$ cat config.mk
export PLATFORM = sky130hd
export DESIGN_NAME = bk2r_regs
export DESIGN_NICKNAME = d
export VERILOG_FILES = /design/src/rtl/bk2r_pkg.sv /design/src/rtl/bk2r_pin_sync.sv /design/src/rtl/bk2r_level_decode.sv /design/src/rtl/bk2r_regs.sv
export SDC_FILE = /design/constraint.sdc
export NUM_CORES = 1
export LEC_CHECK = 0
export ABC_AREA = 1
export BUFFER_PORTS_ARGS = -buffer_cell sky130_fd_sc_hd__buf_2
export CORE_ASPECT_RATIO = 0.6
export CORE_UTILIZATION = 50
export DETAILED_ROUTE_END_ITERATION = 7
export PLACE_DENSITY = 0.74
export SLEW_MARGIN = 30
export SYNTH_ARGS = -nofsm -noshare
export SYNTH_HDL_FRONTEND = slang
export SYNTH_SLANG_ARGS = --single-unit
export TNS_END_PERCENT = 30
$ cat constraint.sdc
create_clock -name clk_i -period 2.4 [get_ports clk_i]
set_input_delay 0.12 -clock clk_i [delete_from_list [all_inputs] [get_ports clk_i]]
set_output_delay 0.12 -clock clk_i [all_outputs]
set_load 0.01 [all_outputs]
$ cat src/rtl/bk2r_pkg.sv
// Purpose: Constants for the second buck mode and enable register set
// Assumes: 8-bit register port fed by the serial host bus back end
// Notes: All registers reset to zero
// Overview of operation
// - Mode bit 7 selects low loop bandwidth
// - Mode bit 6 forces discontinuous conduction
// - Mode bit 5 lets pin three drive fast
// - Mode bit 4 forces PWM operation
// - Mode bit 3 high fixes peak current
// - Current bit 7 bypasses the lookup table
// - Voltage is 0.50V plus code times step
// - Mask bit n selects control pin n
// - Enable is OR of selected pins
// - Mask acts only for sequencing 111, enable 10
// - Sequencing 111 hands control after boot completes
// - Enable field: off, on, pins, reserved
package bk2r_pkg;
  // Register offsets
  localparam logic [7:0] OFF_MODE = 8'h3E;
  localparam logic [7:0] OFF_CUR = 8'h3F;
  localparam logic [7:0] OFF_VOLT = 8'h40;
  localparam logic [7:0] OFF_MASK = 8'h41;
  // Implemented bits per register
  localparam logic [7:0] MODE_WMASK = 8'hF8;
  localparam logic [7:0] CUR_WMASK = 8'h8F;
  localparam logic [7:0] VOLT_WMASK = 8'h3F;
  localparam logic [7:0] MASK_WMASK = 8'hFF;
  // Reset value of every register
  localparam logic [7:0] REG_RST = 8'h00;
  // Mode register field positions
  localparam int unsigned B_LOW_BW = 7;
  localparam int unsigned B_FRC_DCM = 6;
  localparam int unsigned B_PIN_FAST = 5;
  localparam int unsigned B_FRC_PWM = 4;
  localparam int unsigned B_ADAPT_DIS = 3;
  // Current register fields
  localparam int unsigned B_TBL_BYP = 7;
  localparam int unsigned CUR_CODE_W = 4;
  // Voltage code width
  localparam int unsigned VOLT_CODE_W = 6;
  // Control pin feeding fast mode
  localparam int unsigned FAST_PIN = 3;
  // Number of control pins
  localparam int unsigned NUM_PINS = 8;
  // Sequencing and enable field codes
  localparam logic [2:0] SEQ_BY_FIELD = 3'h7;
  localparam logic [1:0] EN_OFF = 2'h0;
  localparam logic [1:0] EN_ON = 2'h1;
  localparam logic [1:0] EN_BY_PINS = 2'h2;
  localparam logic [1:0] EN_RSVD = 2'h3;
  // Level scaling
  localparam logic [8:0] CUR_STEP_MA = 9'h019;
  localparam logic [11:0] VOLT_BASE_MV = 12'h1F4;
  localparam logic [11:0] VOLT_STEP_MV = 12'h019;
  localparam int unsigned MA_W = 9;
  localparam int unsigned MV_W = 12;
endpackage : bk2r_pkg

$ cat src/rtl/bk2r_pin_sync.sv
// Purpose: Three-stage synchroniser for the multipurpose control pins
// Assumes: Pins are asynchronous to clk_i
// Notes: A change counts once stages two and three agree
`timescale 1ns/1ps
`default_nettype none
module bk2r_pin_sync
  import bk2r_pkg::*;
#(
  parameter int unsigned WIDTH = NUM_PINS
) (
  input wire logic clk_i,
  input wire logic rst_i,
  input wire logic [WIDTH-1:0] pin_i,
  output logic [WIDTH-1:0] stable_o
);
  // All synchroniser state
  typedef struct packed {
    logic [WIDTH-1:0] s1;
    logic [WIDTH-1:0] s2;
    logic [WIDTH-1:0] s3;
    logic [WIDTH-1:0] stable;
  } bk2r_sync_t;

  bk2r_sync_t st_r;
  bk2r_sync_t st_nxt;
  logic [WIDTH-1:0] agree;

  // Stage two and three agreement
  assign agree = ~(st_r.s2 ^ st_r.s3);

  // Shift chain; first stage feeds only the second
  always_comb begin
    st_nxt = st_r;
    st_nxt.s1 = pin_i;
    st_nxt.s2 = st_r.s1;
    st_nxt.s3 = st_r.s2;
    st_nxt.stable = (agree & st_r.s3) | (~agree & st_r.stable);
  end

  // State register
  always_ff @(posedge clk_i or posedge rst_i) begin
    if (rst_i) begin
      st_r <= '0;
    end else begin
      st_r <= st_nxt;
    end
  end

  assign stable_o = st_r.stable;
endmodule : bk2r_pin_sync
`default_nettype wire

$ cat src/rtl/bk2r_level_decode.sv
// Purpose: Turns current and voltage codes into milliamps and millivolts
// Assumes: Codes come from registers on the same clock
// Notes: Purely combinational; caller registers the results
`timescale 1ns/1ps
`default_nettype none
module bk2r_level_decode
  import bk2r_pkg::*;
#(
  parameter logic [MV_W-1:0] VSTEP_MV = VOLT_STEP_MV
) (
  input wire logic [CUR_CODE_W-1:0] cur_code_i,
  input wire logic [VOLT_CODE_W-1:0] volt_code_i,
  output logic [MA_W-1:0] peak_ma_o,
  output logic [MV_W-1:0] target_mv_o
);
  // Linear current scale in fixed steps
  assign peak_ma_o = MA_W'(MA_W'(cur_code_i) * CUR_STEP_MA);
  // Linear voltage scale from the base level
  assign target_mv_o = MV_W'(VOLT_BASE_MV + MV_W'(volt_code_i) * VSTEP_MV);
endmodule : bk2r_level_decode
`default_nettype wire

$ cat src/rtl/bk2r_regs.sv
// Purpose: Mode, current, voltage and pin mask registers of buck two
// Assumes: Host bus back end gives one-cycle read and write strobes
// Notes: Sequencing and enable fields arrive from their own register
`timescale 1ns/1ps
`default_nettype none
module bk2r_regs
  import bk2r_pkg::*;
#(
  parameter logic [MV_W-1:0] VSTEP_MV = VOLT_STEP_MV
) (
  input wire logic clk_i,
  input wire logic rst_i,
  // Register port
  input wire logic [7:0] reg_addr_i,
  input wire logic [7:0] reg_wdata_i,
  input wire logic reg_wr_i,
  input wire logic reg_rd_i,
  output logic [7:0] reg_rdata_o,
  output logic reg_ack_o,
  // Enable sources
  input wire logic [2:0] sequencing_sel_i,
  input wire logic [1:0] enable_sel_i,
  input wire logic boot_done_i,
  input wire logic seq_stage_en_i,
  input wire logic [NUM_PINS-1:0] multipurpose_control_pin_i,
  // Regulator controls
  output logic low_bandwidth_sel_o,
  output logic force_discontinuous_o,
  output logic force_pwm_o,
  output logic fast_mode_o,
  output logic adaptive_peak_en_o,
  output logic current_table_bypass_o,
  output logic [CUR_CODE_W-1:0] peak_current_code_o,
  output logic [MA_W-1:0] peak_current_ma_o,
  output logic [VOLT_CODE_W-1:0] output_voltage_code_o,
  output logic [MV_W-1:0] target_mv_o,
  output logic regulator_en_o
);
  // Whole block state
  typedef struct packed {
    logic [7:0] mode;
    logic [7:0] cur;
    logic [7:0] volt;
    logic [7:0] mask;
    logic [7:0] rdata;
    logic ack;
    logic fast;
    logic adapt;
    logic [MA_W-1:0] ma;
    logic [MV_W-1:0] mv;
    logic reg_en;
  } bk2r_state_t;

  bk2r_state_t st_r;
  bk2r_state_t st_nxt;
  // Synchronised pin levels
  logic [NUM_PINS-1:0] pin_lvl;
  // Decoded levels
  logic [MA_W-1:0] dec_ma;
  logic [MV_W-1:0] dec_mv;
  // Read data selection
  logic [7:0] rd_mux;
  // Pin-driven enable term
  logic pins_en;
  // Field decides the enable
  logic by_field;

  // Pins come from outside the clock domain
  bk2r_pin_sync #(
    .WIDTH(NUM_PINS)
  ) u_sync (
    .clk_i(clk_i),
    .rst_i(rst_i),
    .pin_i(multipurpose_control_pin_i),
    .stable_o(pin_lvl)
  );

  // Code to level scaling
  bk2r_level_decode #(
    .VSTEP_MV(VSTEP_MV)
  ) u_dec (
    .cur_code_i(st_r.cur[CUR_CODE_W-1:0]),
    .volt_code_i(st_r.volt[VOLT_CODE_W-1:0]),
    .peak_ma_o(dec_ma),
    .target_mv_o(dec_mv)
  );

  assign pins_en = |(st_r.mask & pin_lvl);

  assign by_field = (sequencing_sel_i == SEQ_BY_FIELD) && boot_done_i;

  // Read mux; unmapped addresses read zero
  always_comb begin
    unique case (reg_addr_i)
      OFF_MODE: rd_mux = st_r.mode;
      OFF_CUR: rd_mux = st_r.cur;
      OFF_VOLT: rd_mux = st_r.volt;
      OFF_MASK: rd_mux = st_r.mask;
      default: rd_mux = 8'h00;
    endcase
  end

  // Next-state logic
  always_comb begin
    st_nxt = st_r;
    // Acknowledge every strobe next cycle
    st_nxt.ack = reg_wr_i | reg_rd_i;
    if (reg_wr_i) begin
      unique case (reg_addr_i)
        OFF_MODE: st_nxt.mode = reg_wdata_i & MODE_WMASK;
        OFF_CUR: st_nxt.cur = reg_wdata_i & CUR_WMASK;
        OFF_VOLT: st_nxt.volt = reg_wdata_i & VOLT_WMASK;
        OFF_MASK: st_nxt.mask = reg_wdata_i & MASK_WMASK;
        default: ;
      endcase
    end
    // Read data held until next read
    if (reg_rd_i) begin
      st_nxt.rdata = rd_mux;
    end
    st_nxt.fast = st_r.mode[B_PIN_FAST] & pin_lvl[FAST_PIN];
    st_nxt.adapt = ~st_r.mode[B_ADAPT_DIS];
    if (st_r.cur[B_TBL_BYP]) begin
      st_nxt.ma = dec_ma;
    end else begin
      st_nxt.ma = '0;
    end
    st_nxt.mv = dec_mv;
    if (by_field) begin
      unique case (enable_sel_i)
        EN_OFF: st_nxt.reg_en = 1'b0;
        EN_ON: st_nxt.reg_en = 1'b1;
        EN_BY_PINS: st_nxt.reg_en = pins_en;
        EN_RSVD: st_nxt.reg_en = 1'b0;
      endcase
    end else if (sequencing_sel_i == SEQ_BY_FIELD) begin
      // Boot not finished yet
      st_nxt.reg_en = 1'b0;
    end else begin
      // Other sequencing codes follow the sequencer
      st_nxt.reg_en = seq_stage_en_i;
    end
  end

  always_ff @(posedge clk_i or posedge rst_i) begin
    if (rst_i) begin
      st_r <= '0;
    end else begin
      st_r <= st_nxt;
    end
  end

  // Outputs straight from state flops
  assign reg_rdata_o = st_r.rdata;
  assign reg_ack_o = st_r.ack;
  assign low_bandwidth_sel_o = st_r.mode[B_LOW_BW];
  assign force_discontinuous_o = st_r.mode[B_FRC_DCM];
  assign force_pwm_o = st_r.mode[B_FRC_PWM];
  assign fast_mode_o = st_r.fast;
  assign adaptive_peak_en_o = st_r.adapt;
  assign current_table_bypass_o = st_r.cur[B_TBL_BYP];
  assign peak_current_code_o = st_r.cur[CUR_CODE_W-1:0];
  assign peak_current_ma_o = st_r.ma;
  assign output_voltage_code_o = st_r.volt[VOLT_CODE_W-1:0];
  assign target_mv_o = st_r.mv;
  assign regulator_en_o = st_r.reg_en;

  // Write strobes per register
  logic wr_mode;
  logic wr_cur;
  logic wr_volt;
  assign wr_mode = reg_wr_i && (reg_addr_i == OFF_MODE);
  assign wr_cur = reg_wr_i && (reg_addr_i == OFF_CUR);
  assign wr_volt = reg_wr_i && (reg_addr_i == OFF_VOLT);

  // Bandwidth bit follows a mode write
  property p_low_bw;
    @(posedge clk_i) disable iff (rst_i)
    wr_mode |=> low_bandwidth_sel_o == $past(reg_wdata_i[B_LOW_BW]);
  endproperty
  a_low_bw: assert property (p_low_bw)
    else $error("bandwidth select not written");

  // Discontinuous bit follows a mode write
  property p_dcm;
    @(posedge clk_i) disable iff (rst_i)
    wr_mode |=> force_discontinuous_o == $past(reg_wdata_i[B_FRC_DCM]);
  endproperty
  a_dcm: assert property (p_dcm)
    else $error("forced discontinuous not written");

  // Fast mode needs both the bit and the pin
  property p_fast;
    @(posedge clk_i) disable iff (rst_i)
    1'b1 |=> fast_mode_o ==
      $past(st_r.mode[B_PIN_FAST] & pin_lvl[FAST_PIN]);
  endproperty
  a_fast: assert property (p_fast)
    else $error("fast mode not gated by pin three");

  // PWM bit follows a mode write, output one cycle on
  property p_pwm;
    @(posedge clk_i) disable iff (rst_i)
    wr_mode |=> force_pwm_o == $past(reg_wdata_i[B_FRC_PWM]);
  endproperty
  a_pwm: assert property (p_pwm)
    else $error("forced PWM not written");

  // Adaptive enable is inverse of the mode bit after a write
  property p_adapt;
    @(posedge clk_i) disable iff (rst_i)
    wr_mode ##1 !wr_mode |=>
      adaptive_peak_en_o == !$past(reg_wdata_i[B_ADAPT_DIS], 2);
  endproperty
  a_adapt: assert property (p_adapt)
    else $error("adaptive peak select wrong");

  // Current level zero unless table bypassed
  property p_cur;
    @(posedge clk_i) disable iff (rst_i)
    wr_cur ##1 !wr_cur |=> peak_current_ma_o ==
      ($past(reg_wdata_i[B_TBL_BYP], 2) ?
        MA_W'($past(reg_wdata_i[3:0], 2) * 9'h019) : 9'h000);
  endproperty
  a_cur: assert property (p_cur)
    else $error("peak current level wrong");

  // Voltage target from a written code
  property p_volt;
    @(posedge clk_i) disable iff (rst_i)
    wr_volt ##1 !wr_volt |=> target_mv_o == MV_W'(VOLT_BASE_MV
      + MV_W'($past(reg_wdata_i[5:0], 2)) * VSTEP_MV);
  endproperty
  a_volt: assert property (p_volt)
    else $error("voltage target wrong");

  // Pin mode output is OR of masked pins
  property p_pins;
    @(posedge clk_i) disable iff (rst_i)
    (by_field && enable_sel_i == EN_BY_PINS) |=>
      regulator_en_o == $past(|(st_r.mask & pin_lvl));
  endproperty
  a_pins: assert property (p_pins)
    else $error("pin enable not OR of mask");

  // Outside pin mode the mask has no effect
  property p_nomask;
    @(posedge clk_i) disable iff (rst_i)
    (by_field && enable_sel_i != EN_BY_PINS) |=>
      regulator_en_o == ($past(enable_sel_i) == EN_ON);
  endproperty
  a_nomask: assert property (p_nomask)
    else $error("mask affected enable");

  // Reserved bits of mode read back zero
  property p_rsvd;
    @(posedge clk_i) disable iff (rst_i)
    (reg_rd_i && reg_addr_i == OFF_MODE) |=> reg_rdata_o[2:0] == 3'h0;
  endproperty
  a_rsvd: assert property (p_rsvd)
    else $error("reserved bits read nonzero");

  // Table bypass bit follows a current write
  property p_bypass;
    @(posedge clk_i) disable iff (rst_i)
    wr_cur |=> current_table_bypass_o == $past(reg_wdata_i[B_TBL_BYP]);
  endproperty
  a_bypass: assert property (p_bypass)
    else $error("table bypass not written");

  // Reserved enable code keeps the regulator off
  property p_en_rsvd;
    @(posedge clk_i) disable iff (rst_i)
    (by_field && enable_sel_i == EN_RSVD) |=> !regulator_en_o;
  endproperty
  a_en_rsvd: assert property (p_en_rsvd)
    else $error("reserved enable code turned regulator on");

  // Field control waits for boot to finish
  property p_boot;
    @(posedge clk_i) disable iff (rst_i)
    (sequencing_sel_i == SEQ_BY_FIELD && !boot_done_i) |=> !regulator_en_o;
  endproperty
  a_boot: assert property (p_boot)
    else $error("regulator on before boot done");

  // Scenario coverage
  c_pin_en: cover property (@(posedge clk_i) disable iff (rst_i)
    by_field && enable_sel_i == EN_BY_PINS ##1 regulator_en_o);
  c_fast: cover property (@(posedge clk_i) disable iff (rst_i)
    fast_mode_o);
  c_bypass: cover property (@(posedge clk_i) disable iff (rst_i)
    current_table_bypass_o && peak_current_ma_o != 9'h000);
  c_read: cover property (@(posedge clk_i) disable iff (rst_i)
    reg_rd_i && reg_addr_i == OFF_MASK);
endmodule : bk2r_regs
`default_nettype wire

Word-level counts from Yosys, hierarchy flattened
Cells that the tools add are included.

Bits in registers: 89. Input port bits: 35. Output and inout bits: 47. Logic and storage cells: 49.

Add/subtract/negate cells: 1. Multipliers: 2. Equal/unequal tests: 8. Multiplexer cells: 5. Bitwise operators: 10. Reduce and logical (&&, ||, !) cells: 8.

Operators by type and width (count): 8-bit case mux with 4 select lines (1); 8-bit bitwise AND (3); 8-bit by 6-bit == test with 1-bit output (second input constant) (2); 8-bit by 7-bit == test with 1-bit output (second input constant) (2); 8-bit NOT (2); 9-bit by 11-bit adder with 12-bit output (first input constant) (1); 6-bit by 5-bit multiplier with 11-bit output (second input constant) (1); 4-bit by 5-bit multiplier with 9-bit output (second input constant) (1); 9-bit 2-to-1 mux (1); 8-bit OR (1); 2-bit AND reduction (4); 8-bit OR reduction (1); 8-bit bitwise XOR (1); 2-bit == test (second input constant) (2); 3-bit == test (second input constant) (1); 1-bit case mux with 3 select lines (1); 2-bit by 1-bit == test with 1-bit output (second input constant) (1); 2-bit zero test (1); 1-bit 2-to-1 mux (2); 2-bit OR reduction (1); 1-bit bitwise AND (1); 1-bit logical AND (1); 1-bit NOT (1); 1-bit OR (1).

Depth between registers and ports, before layout
Word-level depth: 5. Depth in mapped cells: 12. Depth with buffers taken out: 12.

By module
A second synthesis with hierarchy kept.

Cell total of the unflattened synthesis: 485. Area total of the unflattened synthesis: 4629.4 µm².

By module, submodules not included: bk2r_regs (times used 1, cells each 298, area an instance 2751.4 µm², seq. area each 1426.4 µm²); bk2r_pin_sync (times used 1, cells each 73, area an instance 994.7 µm², seq. area each 800.8 µm²); bk2r_level_decode (times used 1, cells each 114, area an instance 883.3 µm², seq. area each 0.0 µm²).

Worst setup path before layout
OpenSTA, ideal clock, no wires.

Path kind: reg2reg. Start point: register st_r (netlist bit output_voltage_code_o[2]). End point: register st_r (netlist bit target_mv_o[10]). Library setup time: 123 ps. Data arrival time: 2473 ps. Data required time: 2277 ps. Slack: -196 ps. Stages on the path, launching flop included: 12. Clock period less this slack: 2596 ps. Cells stage by stage: dfrtp_1 inv_1 ha_1 fa_1 inv_1 ha_1 fa_1 nand3_1 nand3_1 nand3_1 nand2_1 xor2_1.

Cells in the longest elaborated chain, start to end: 2.

RTL lines: from (decl) (line bk2r_regs.sv:54) `bk2r_state_t st_r;`; from (signal assigned) (line bk2r_regs.sv:149) `st_r <= st_nxt;`; 6-bit by 5-bit multiplier with 11-bit output (line bk2r_level_decode.sv:19) `assign target_mv_o = MV_W'(VOLT_BASE_MV + MV_W'(volt_code_i) * VSTEP_MV);`; 9-bit by 11-bit adder with 12-bit output (line bk2r_level_decode.sv:19); named net dec_mv[10] (line bk2r_regs.sv:60) `logic [MV_W-1:0] dec_mv;`.

The timed path passes the listed nets, and every way through them passes these cells. A chain may end at the register's enable or synchronous reset.

Worst setup path in the final report
Start point: register st_r (netlist bit output_voltage_code_o[1]). End point: register st_r (netlist bit target_mv_o[10]).

Same word-level chain as after synthesis.

==> flow_summary.rst <==
.. list-table::
   :header-rows: 1

   * - Metric
     - Value
   * - Crit. End Element
     - flip-flop
   * - Power density over cell area
     - 746 mW/mm^2
   * - Failing checks
     - negative setup slack
   * - Number of cells after detailed placement
     - roughly 580
   * - Gate count after technology mapping
     - around 430
   * - Fraction of power consumed by the clock network
     - 0.376
   * - Endpoint of the worst register-to-register path
     - target_mv_o[10]
   * - Seq pwr share
     - 0.442
   * - Height of the chip
     - 73.7 um
   * - Mean instance size in the synthesized netlist
     - approximately 10 sq um
   * - Largest net degree at the start of global routing
     - 42
   * - Leakage power summed over all cells
     - between 0.002 and 0.003 uW
   * - Floorplan die area
     - between 0.008 and 0.009 sq mm
   * - Share of cells above drive strength 1
     - 0.305
   * - Number of H-tree branching levels
     - 3
   * - Cell internal pwr
     - 2800 uW
   * - Maximum clock frequency
     - 415 MHz
   * - Hold depth
     - 3
   * - Total length of routed met2 wires
     - roughly 3.9 mm
   * - Slew of the pin with the lowest slew margin
     - between 600 and 700 ps
   * - Root cell of the clock tree
     - sky130_fd_sc_hd__clkbuf_16
   * - Dominant cell type by area after synthesis
     - sky130_fd_sc_hd__dfrtp_1
   * - Number of max-slew violations in the final report
     - 0
   * - Layout net count
     - between 500 and 600
   * - Worst path bufs/invs
     - 2
   * - DP Area
     - 0.00463 sq mm
   * - First-pass GRT wire length
     - between 10 and 15 mm
   * - Met1 WL
     - 4.32 mm
   * - Combinational share of power
     - 0.182
   * - Total half-perimeter wirelength after legalization and detailed placement
     - ~6.5 mm
   * - Crit path launch type
     - flip-flop
   * - Yosys warning total
     - 0
   * - Initial antenna violation count
     - 0
   * - Crit-path most repeated cell
     - sky130_fd_sc_hd__nand3_2
   * - Worst-skew pair later-pin latency
     - approximately 340 ps
   * - Maximum net fanout on the critical path
     - 3
   * - Initial drt markers
     - between 150 and 200
   * - FF-to-FF path depth
     - 11
   * - All-layer global routing usage
     - 0.221
   * - Chip width
     - 122 um
   * - Iteration count of the initial detailed-routing pass
     - 5
   * - Congestion Overflow GR
     - 0
   * - Dominant cells by area after synthesis
     - sky130_fd_sc_hd__dfrtp_1 52%, sky130_fd_sc_hd__ha_1 10%, sky130_fd_sc_hd__nand2_1 7.6%
   * - WP data required
     - around 2600 ps
   * - Post-detailed-route wirelength per cell
     - 14.6 um
   * - CP max stage delay
     - 520 ps
   * - Remaining antenna violation count
     - 0
   * - Hold path start
     - reg_wdata_i[6]
   * - Worst VDD drop
     - about 0.38 mV
   * - Core Area
     - 0.00807 sq mm
   * - Category of the critical setup timing path
     - reg -> reg
   * - Worst reg2reg startpoint
     - output_voltage_code_o[1]
   * - Cell Area, Synth
     - about 0.0043 sq mm
   * - CTS clk-pin slew, worst paths
     - ~70 ps
   * - Worst min-delay path endpoint
     - st_r[39]
   * - Net Sw Frac
     - 0.270
   * - Routed via count
     - roughly 3,000
   * - Layout-stage area growth over the synthesis result
     - 20.2%
   * - Initial Utilization
     - 0.531
   * - Worst relative slew slack
     - 0.568
   * - Setup slack after layout
     - -8.64 ps
   * - Critical path data arrival time
     - between 2000 and 3000 ps
   * - Longest Clk Path Bufs
     - 2
   * - Post-Route Skew
     - about 5.8 ps
   * - Worst Hold Class
     - in -> reg
   * - Amount of wire on met3 after detailed routing
     - between 600 and 700 um
   * - Sequential element share of the synthesized area
     - 0.520
   * - Number of unique standard cell types used by synthesis
     - 26
   * - Sum of negative setup slack
     - -15.9 ps
   * - Routability-driven placement congestion ratio
     - roughly 0.83
   * - Chain of cells forming the critical path
     - inv_2 -> ha_4 -> fa_1 -> inv_2 -> ha_4 -> fa_2 -> nand3_2 -> nand3_2 -> nand3_2 -> nand2_2 -> xor2_1
   * - Final-report setup violation count
     - 2
   * - Worst setup timing slack at the placement stage
     - -96.8 ps
   * - CTS tree
     - done
   * - Setup repair after global routing missed its margin
     - true
   * - Clock buffer count from CTS
     - 9
   * - Total DRC errors in the routed layout
     - 0
   * - Area share of the leading cell type in the synthesized netlist
     - 0.520
   * - Core Rows
     - 25
   * - Final Instance Count excl. Fillers
     - 610
   * - Vias in the first global route
     - just under 3,000
   * - Max_cap viols
     - 0
   * - Hold violation total from the final report
     - 0
   * - Vias per std cell
     - around 5
   * - Diodes inserted
     - 0
   * - Clock sinks
     - 89
   * - Syn_nets
     - ~500
   * - Final instance area
     - about 0.0052 sq mm
   * - Family with the most delay on the worst path
     - adder cells
   * - Top-Level Pins
     - roughly 80
   * - Slowest cell on the critical path
     - sky130_fd_sc_hd__fa_1
   * - Number of storage elements in the synthesis netlist
     - 89
   * - Port Buffer Count
     - 81
   * - Result of the run
     - finished, violations left
   * - Period utilization
     - 1.00
   * - Psw
     - roughly 1000 uW
   * - Highest metal used
     - met4
   * - Worst reg2reg setup slack
     - -9 ps
   * - Utilization after layout
     - 0.638
   * - Final routed wirelength across all metal layers
     - 8.90 mm
   * - Period minus WS final
     - between 2000 and 2500 ps
-- placed cells by master (no fill, tap or decap) --
cell type and instances:
sky130_fd_sc_hd__clkinv_4 2, sky130_fd_sc_hd__buf_12 1, sky130_fd_sc_hd__nor2_2 1, sky130_fd_sc_hd__nor2_1 16, sky130_fd_sc_hd__nand2_1 85, sky130_fd_sc_hd__and3_1 1
sky130_fd_sc_hd__inv_1 41, sky130_fd_sc_hd__clkbuf_16 9, sky130_fd_sc_hd__clkinv_1 1, sky130_fd_sc_hd__nand2_4 1, sky130_fd_sc_hd__ha_4 7, sky130_fd_sc_hd__nor2_4 7
sky130_fd_sc_hd__maj3_1 8, sky130_fd_sc_hd__xor2_1 5, sky130_fd_sc_hd__a21oi_4 1, sky130_fd_sc_hd__nand3_2 5, sky130_fd_sc_hd__clkinvlp_4 2, sky130_fd_sc_hd__buf_2 81
sky130_fd_sc_hd__ha_1 28, sky130_fd_sc_hd__dlygate4sd3_1 9, sky130_fd_sc_hd__o21ai_2 2, sky130_fd_sc_hd__clkbuf_8 1, sky130_fd_sc_hd__bufinv_16 1, sky130_fd_sc_hd__nand4_1 2
sky130_fd_sc_hd__o21ai_0 27, sky130_fd_sc_hd__fa_2 1, sky130_fd_sc_hd__o21ai_1 1, sky130_fd_sc_hd__nand3_1 19, sky130_fd_sc_hd__dfrtp_1 89, sky130_fd_sc_hd__a21oi_1 13
sky130_fd_sc_hd__fa_1 3, sky130_fd_sc_hd__buf_4 14, sky130_fd_sc_hd__nand2_2 7, sky130_fd_sc_hd__inv_6 2, sky130_fd_sc_hd__inv_2 8, sky130_fd_sc_hd__o21bai_1 1
-- logic make-up after synthesis --
family,Yosys count,share of synthesized area
xor gates and xnor gates,5,0.0102
buffers and inverters,95,0.122
and+or+nand+nor,144,0.154
AOI/OAI and AO/OA,45,0.0549
DFF,89,0.520
adders and majority gates,47,0.140
-- worst register-to-register path: stages, from the launching register on --
cell                      delay, ps
sky130_fd_sc_hd__dfrtp_1        390
sky130_fd_sc_hd__inv_2          100
sky130_fd_sc_hd__ha_4           200
sky130_fd_sc_hd__fa_1           520
sky130_fd_sc_hd__inv_2           50
sky130_fd_sc_hd__ha_4           220
sky130_fd_sc_hd__fa_2           400
sky130_fd_sc_hd__nand3_2         70
sky130_fd_sc_hd__nand3_2         80
sky130_fd_sc_hd__nand3_2         80
sky130_fd_sc_hd__nand2_2         50
sky130_fd_sc_hd__xor2_1         130
-- layout make-up --
cell class              instances  area (sq um)
fillers                       633          2920
clock inverters                 6          72.6
well taps                     108           135
multi-input cells             241          1660
clock buffers                  10           239
repair buffers                105           621
flip-flops and latches         89          2230
inverters                      51           195
-- Yosys cell counts --
| library cell | number |
|---|---|
| sky130_fd_sc_hd__nand2_2 | 5 |
| sky130_fd_sc_hd__clkinv_1 | 1 |
| sky130_fd_sc_hd__nand3_1 | 23 |
| sky130_fd_sc_hd__nand4_1 | 2 |
| sky130_fd_sc_hd__a21oi_1 | 14 |
| sky130_fd_sc_hd__o21ai_2 | 2 |
| sky130_fd_sc_hd__nand3_2 | 1 |
| sky130_fd_sc_hd__o21ai_0 | 27 |
| sky130_fd_sc_hd__clkbuf_1 | 2 |
| sky130_fd_sc_hd__dfrtp_1 | 89 |
| sky130_fd_sc_hd__maj3_1 | 8 |
| sky130_fd_sc_hd__nor2_1 | 16 |
| sky130_fd_sc_hd__ha_1 | 35 |
| sky130_fd_sc_hd__buf_4 | 40 |
| sky130_fd_sc_hd__xor2_1 | 5 |
| sky130_fd_sc_hd__nand2_1 | 87 |
| sky130_fd_sc_hd__inv_1 | 48 |
| sky130_fd_sc_hd__inv_2 | 2 |
| sky130_fd_sc_hd__o21bai_1 | 1 |
| sky130_fd_sc_hd__nand2_4 | 1 |
| sky130_fd_sc_hd__fa_1 | 4 |
| sky130_fd_sc_hd__buf_6 | 2 |
| sky130_fd_sc_hd__and3_1 | 1 |
| sky130_fd_sc_hd__nor2_2 | 1 |
| sky130_fd_sc_hd__o21ai_1 | 1 |
| sky130_fd_sc_hd__nor2_4 | 7 |
-- power by group through the flow --
stage	logic (uW)	registers [uW]	clock network, uW
2_1_floorplan	467	1710	0
3_3_place_gp	570	1720	0
3_5_place_dp	583	1730	0
4_1_cts	644	1700	1470
5_1_grt	785	1710	1530
6_report	700	1700	1440
-- sequential cells by signal, indices dropped and copies added (netlist names), 4 cells and up, named ones only --
| register | count |
|---|---|
| u_sync.st_nxt | 16 |
| st_r | 10 |
| peak_current_ma_o | 9 |
| target_mv_o | 12 |
| output_voltage_code_o | 6 |
| u_sync.st_r | 8 |
| peak_current_code_o | 4 |
| reg_rdata_o | 8 |
-- worst max-delay path by stage --
stage	cells past startpoint	to	from	slack, ps
2_1_floorplan	11	target_mv_o[10]	output_voltage_code_o[2]	-20
3_3_place_gp	11	target_mv_o[10]	output_voltage_code_o[2]	-30
3_5_place_dp	12	target_mv_o[10]	output_voltage_code_o[1]	-100
4_1_cts	11	target_mv_o[9]	output_voltage_code_o[2]	-0.4
5_1_grt	11	target_mv_o[10]	output_voltage_code_o[1]	-100
6_report	11	target_mv_o[10]	output_voltage_code_o[1]	-9
-- repair_timing --
action | CTS | global route
hold endpoints to repair | 34 | 0
pin swaps | 6 | 8
endpoints found under the setup margin | 3 | 4
hold buffers | 9 | 0
resized for setup | 9 | 9
setup buffers | 0 | 3
-- stage by stage --
stage	hold WS, ps	total power [uW]
finish	11.4	3840
CTS	5.95	3820
detailed placement	229	2310
global placement	229	2290
global route	25.4	4030
floorplan	151	2180
-- routing by layer --
layer,global-route usage,vias up
li1,-,1462
met1,0.314,1462
met2,0.330,104
met3,0.0551,8
met4,0.0809,0
met5,0,-
Note: power is estimated with default switching activity, not from simulation.
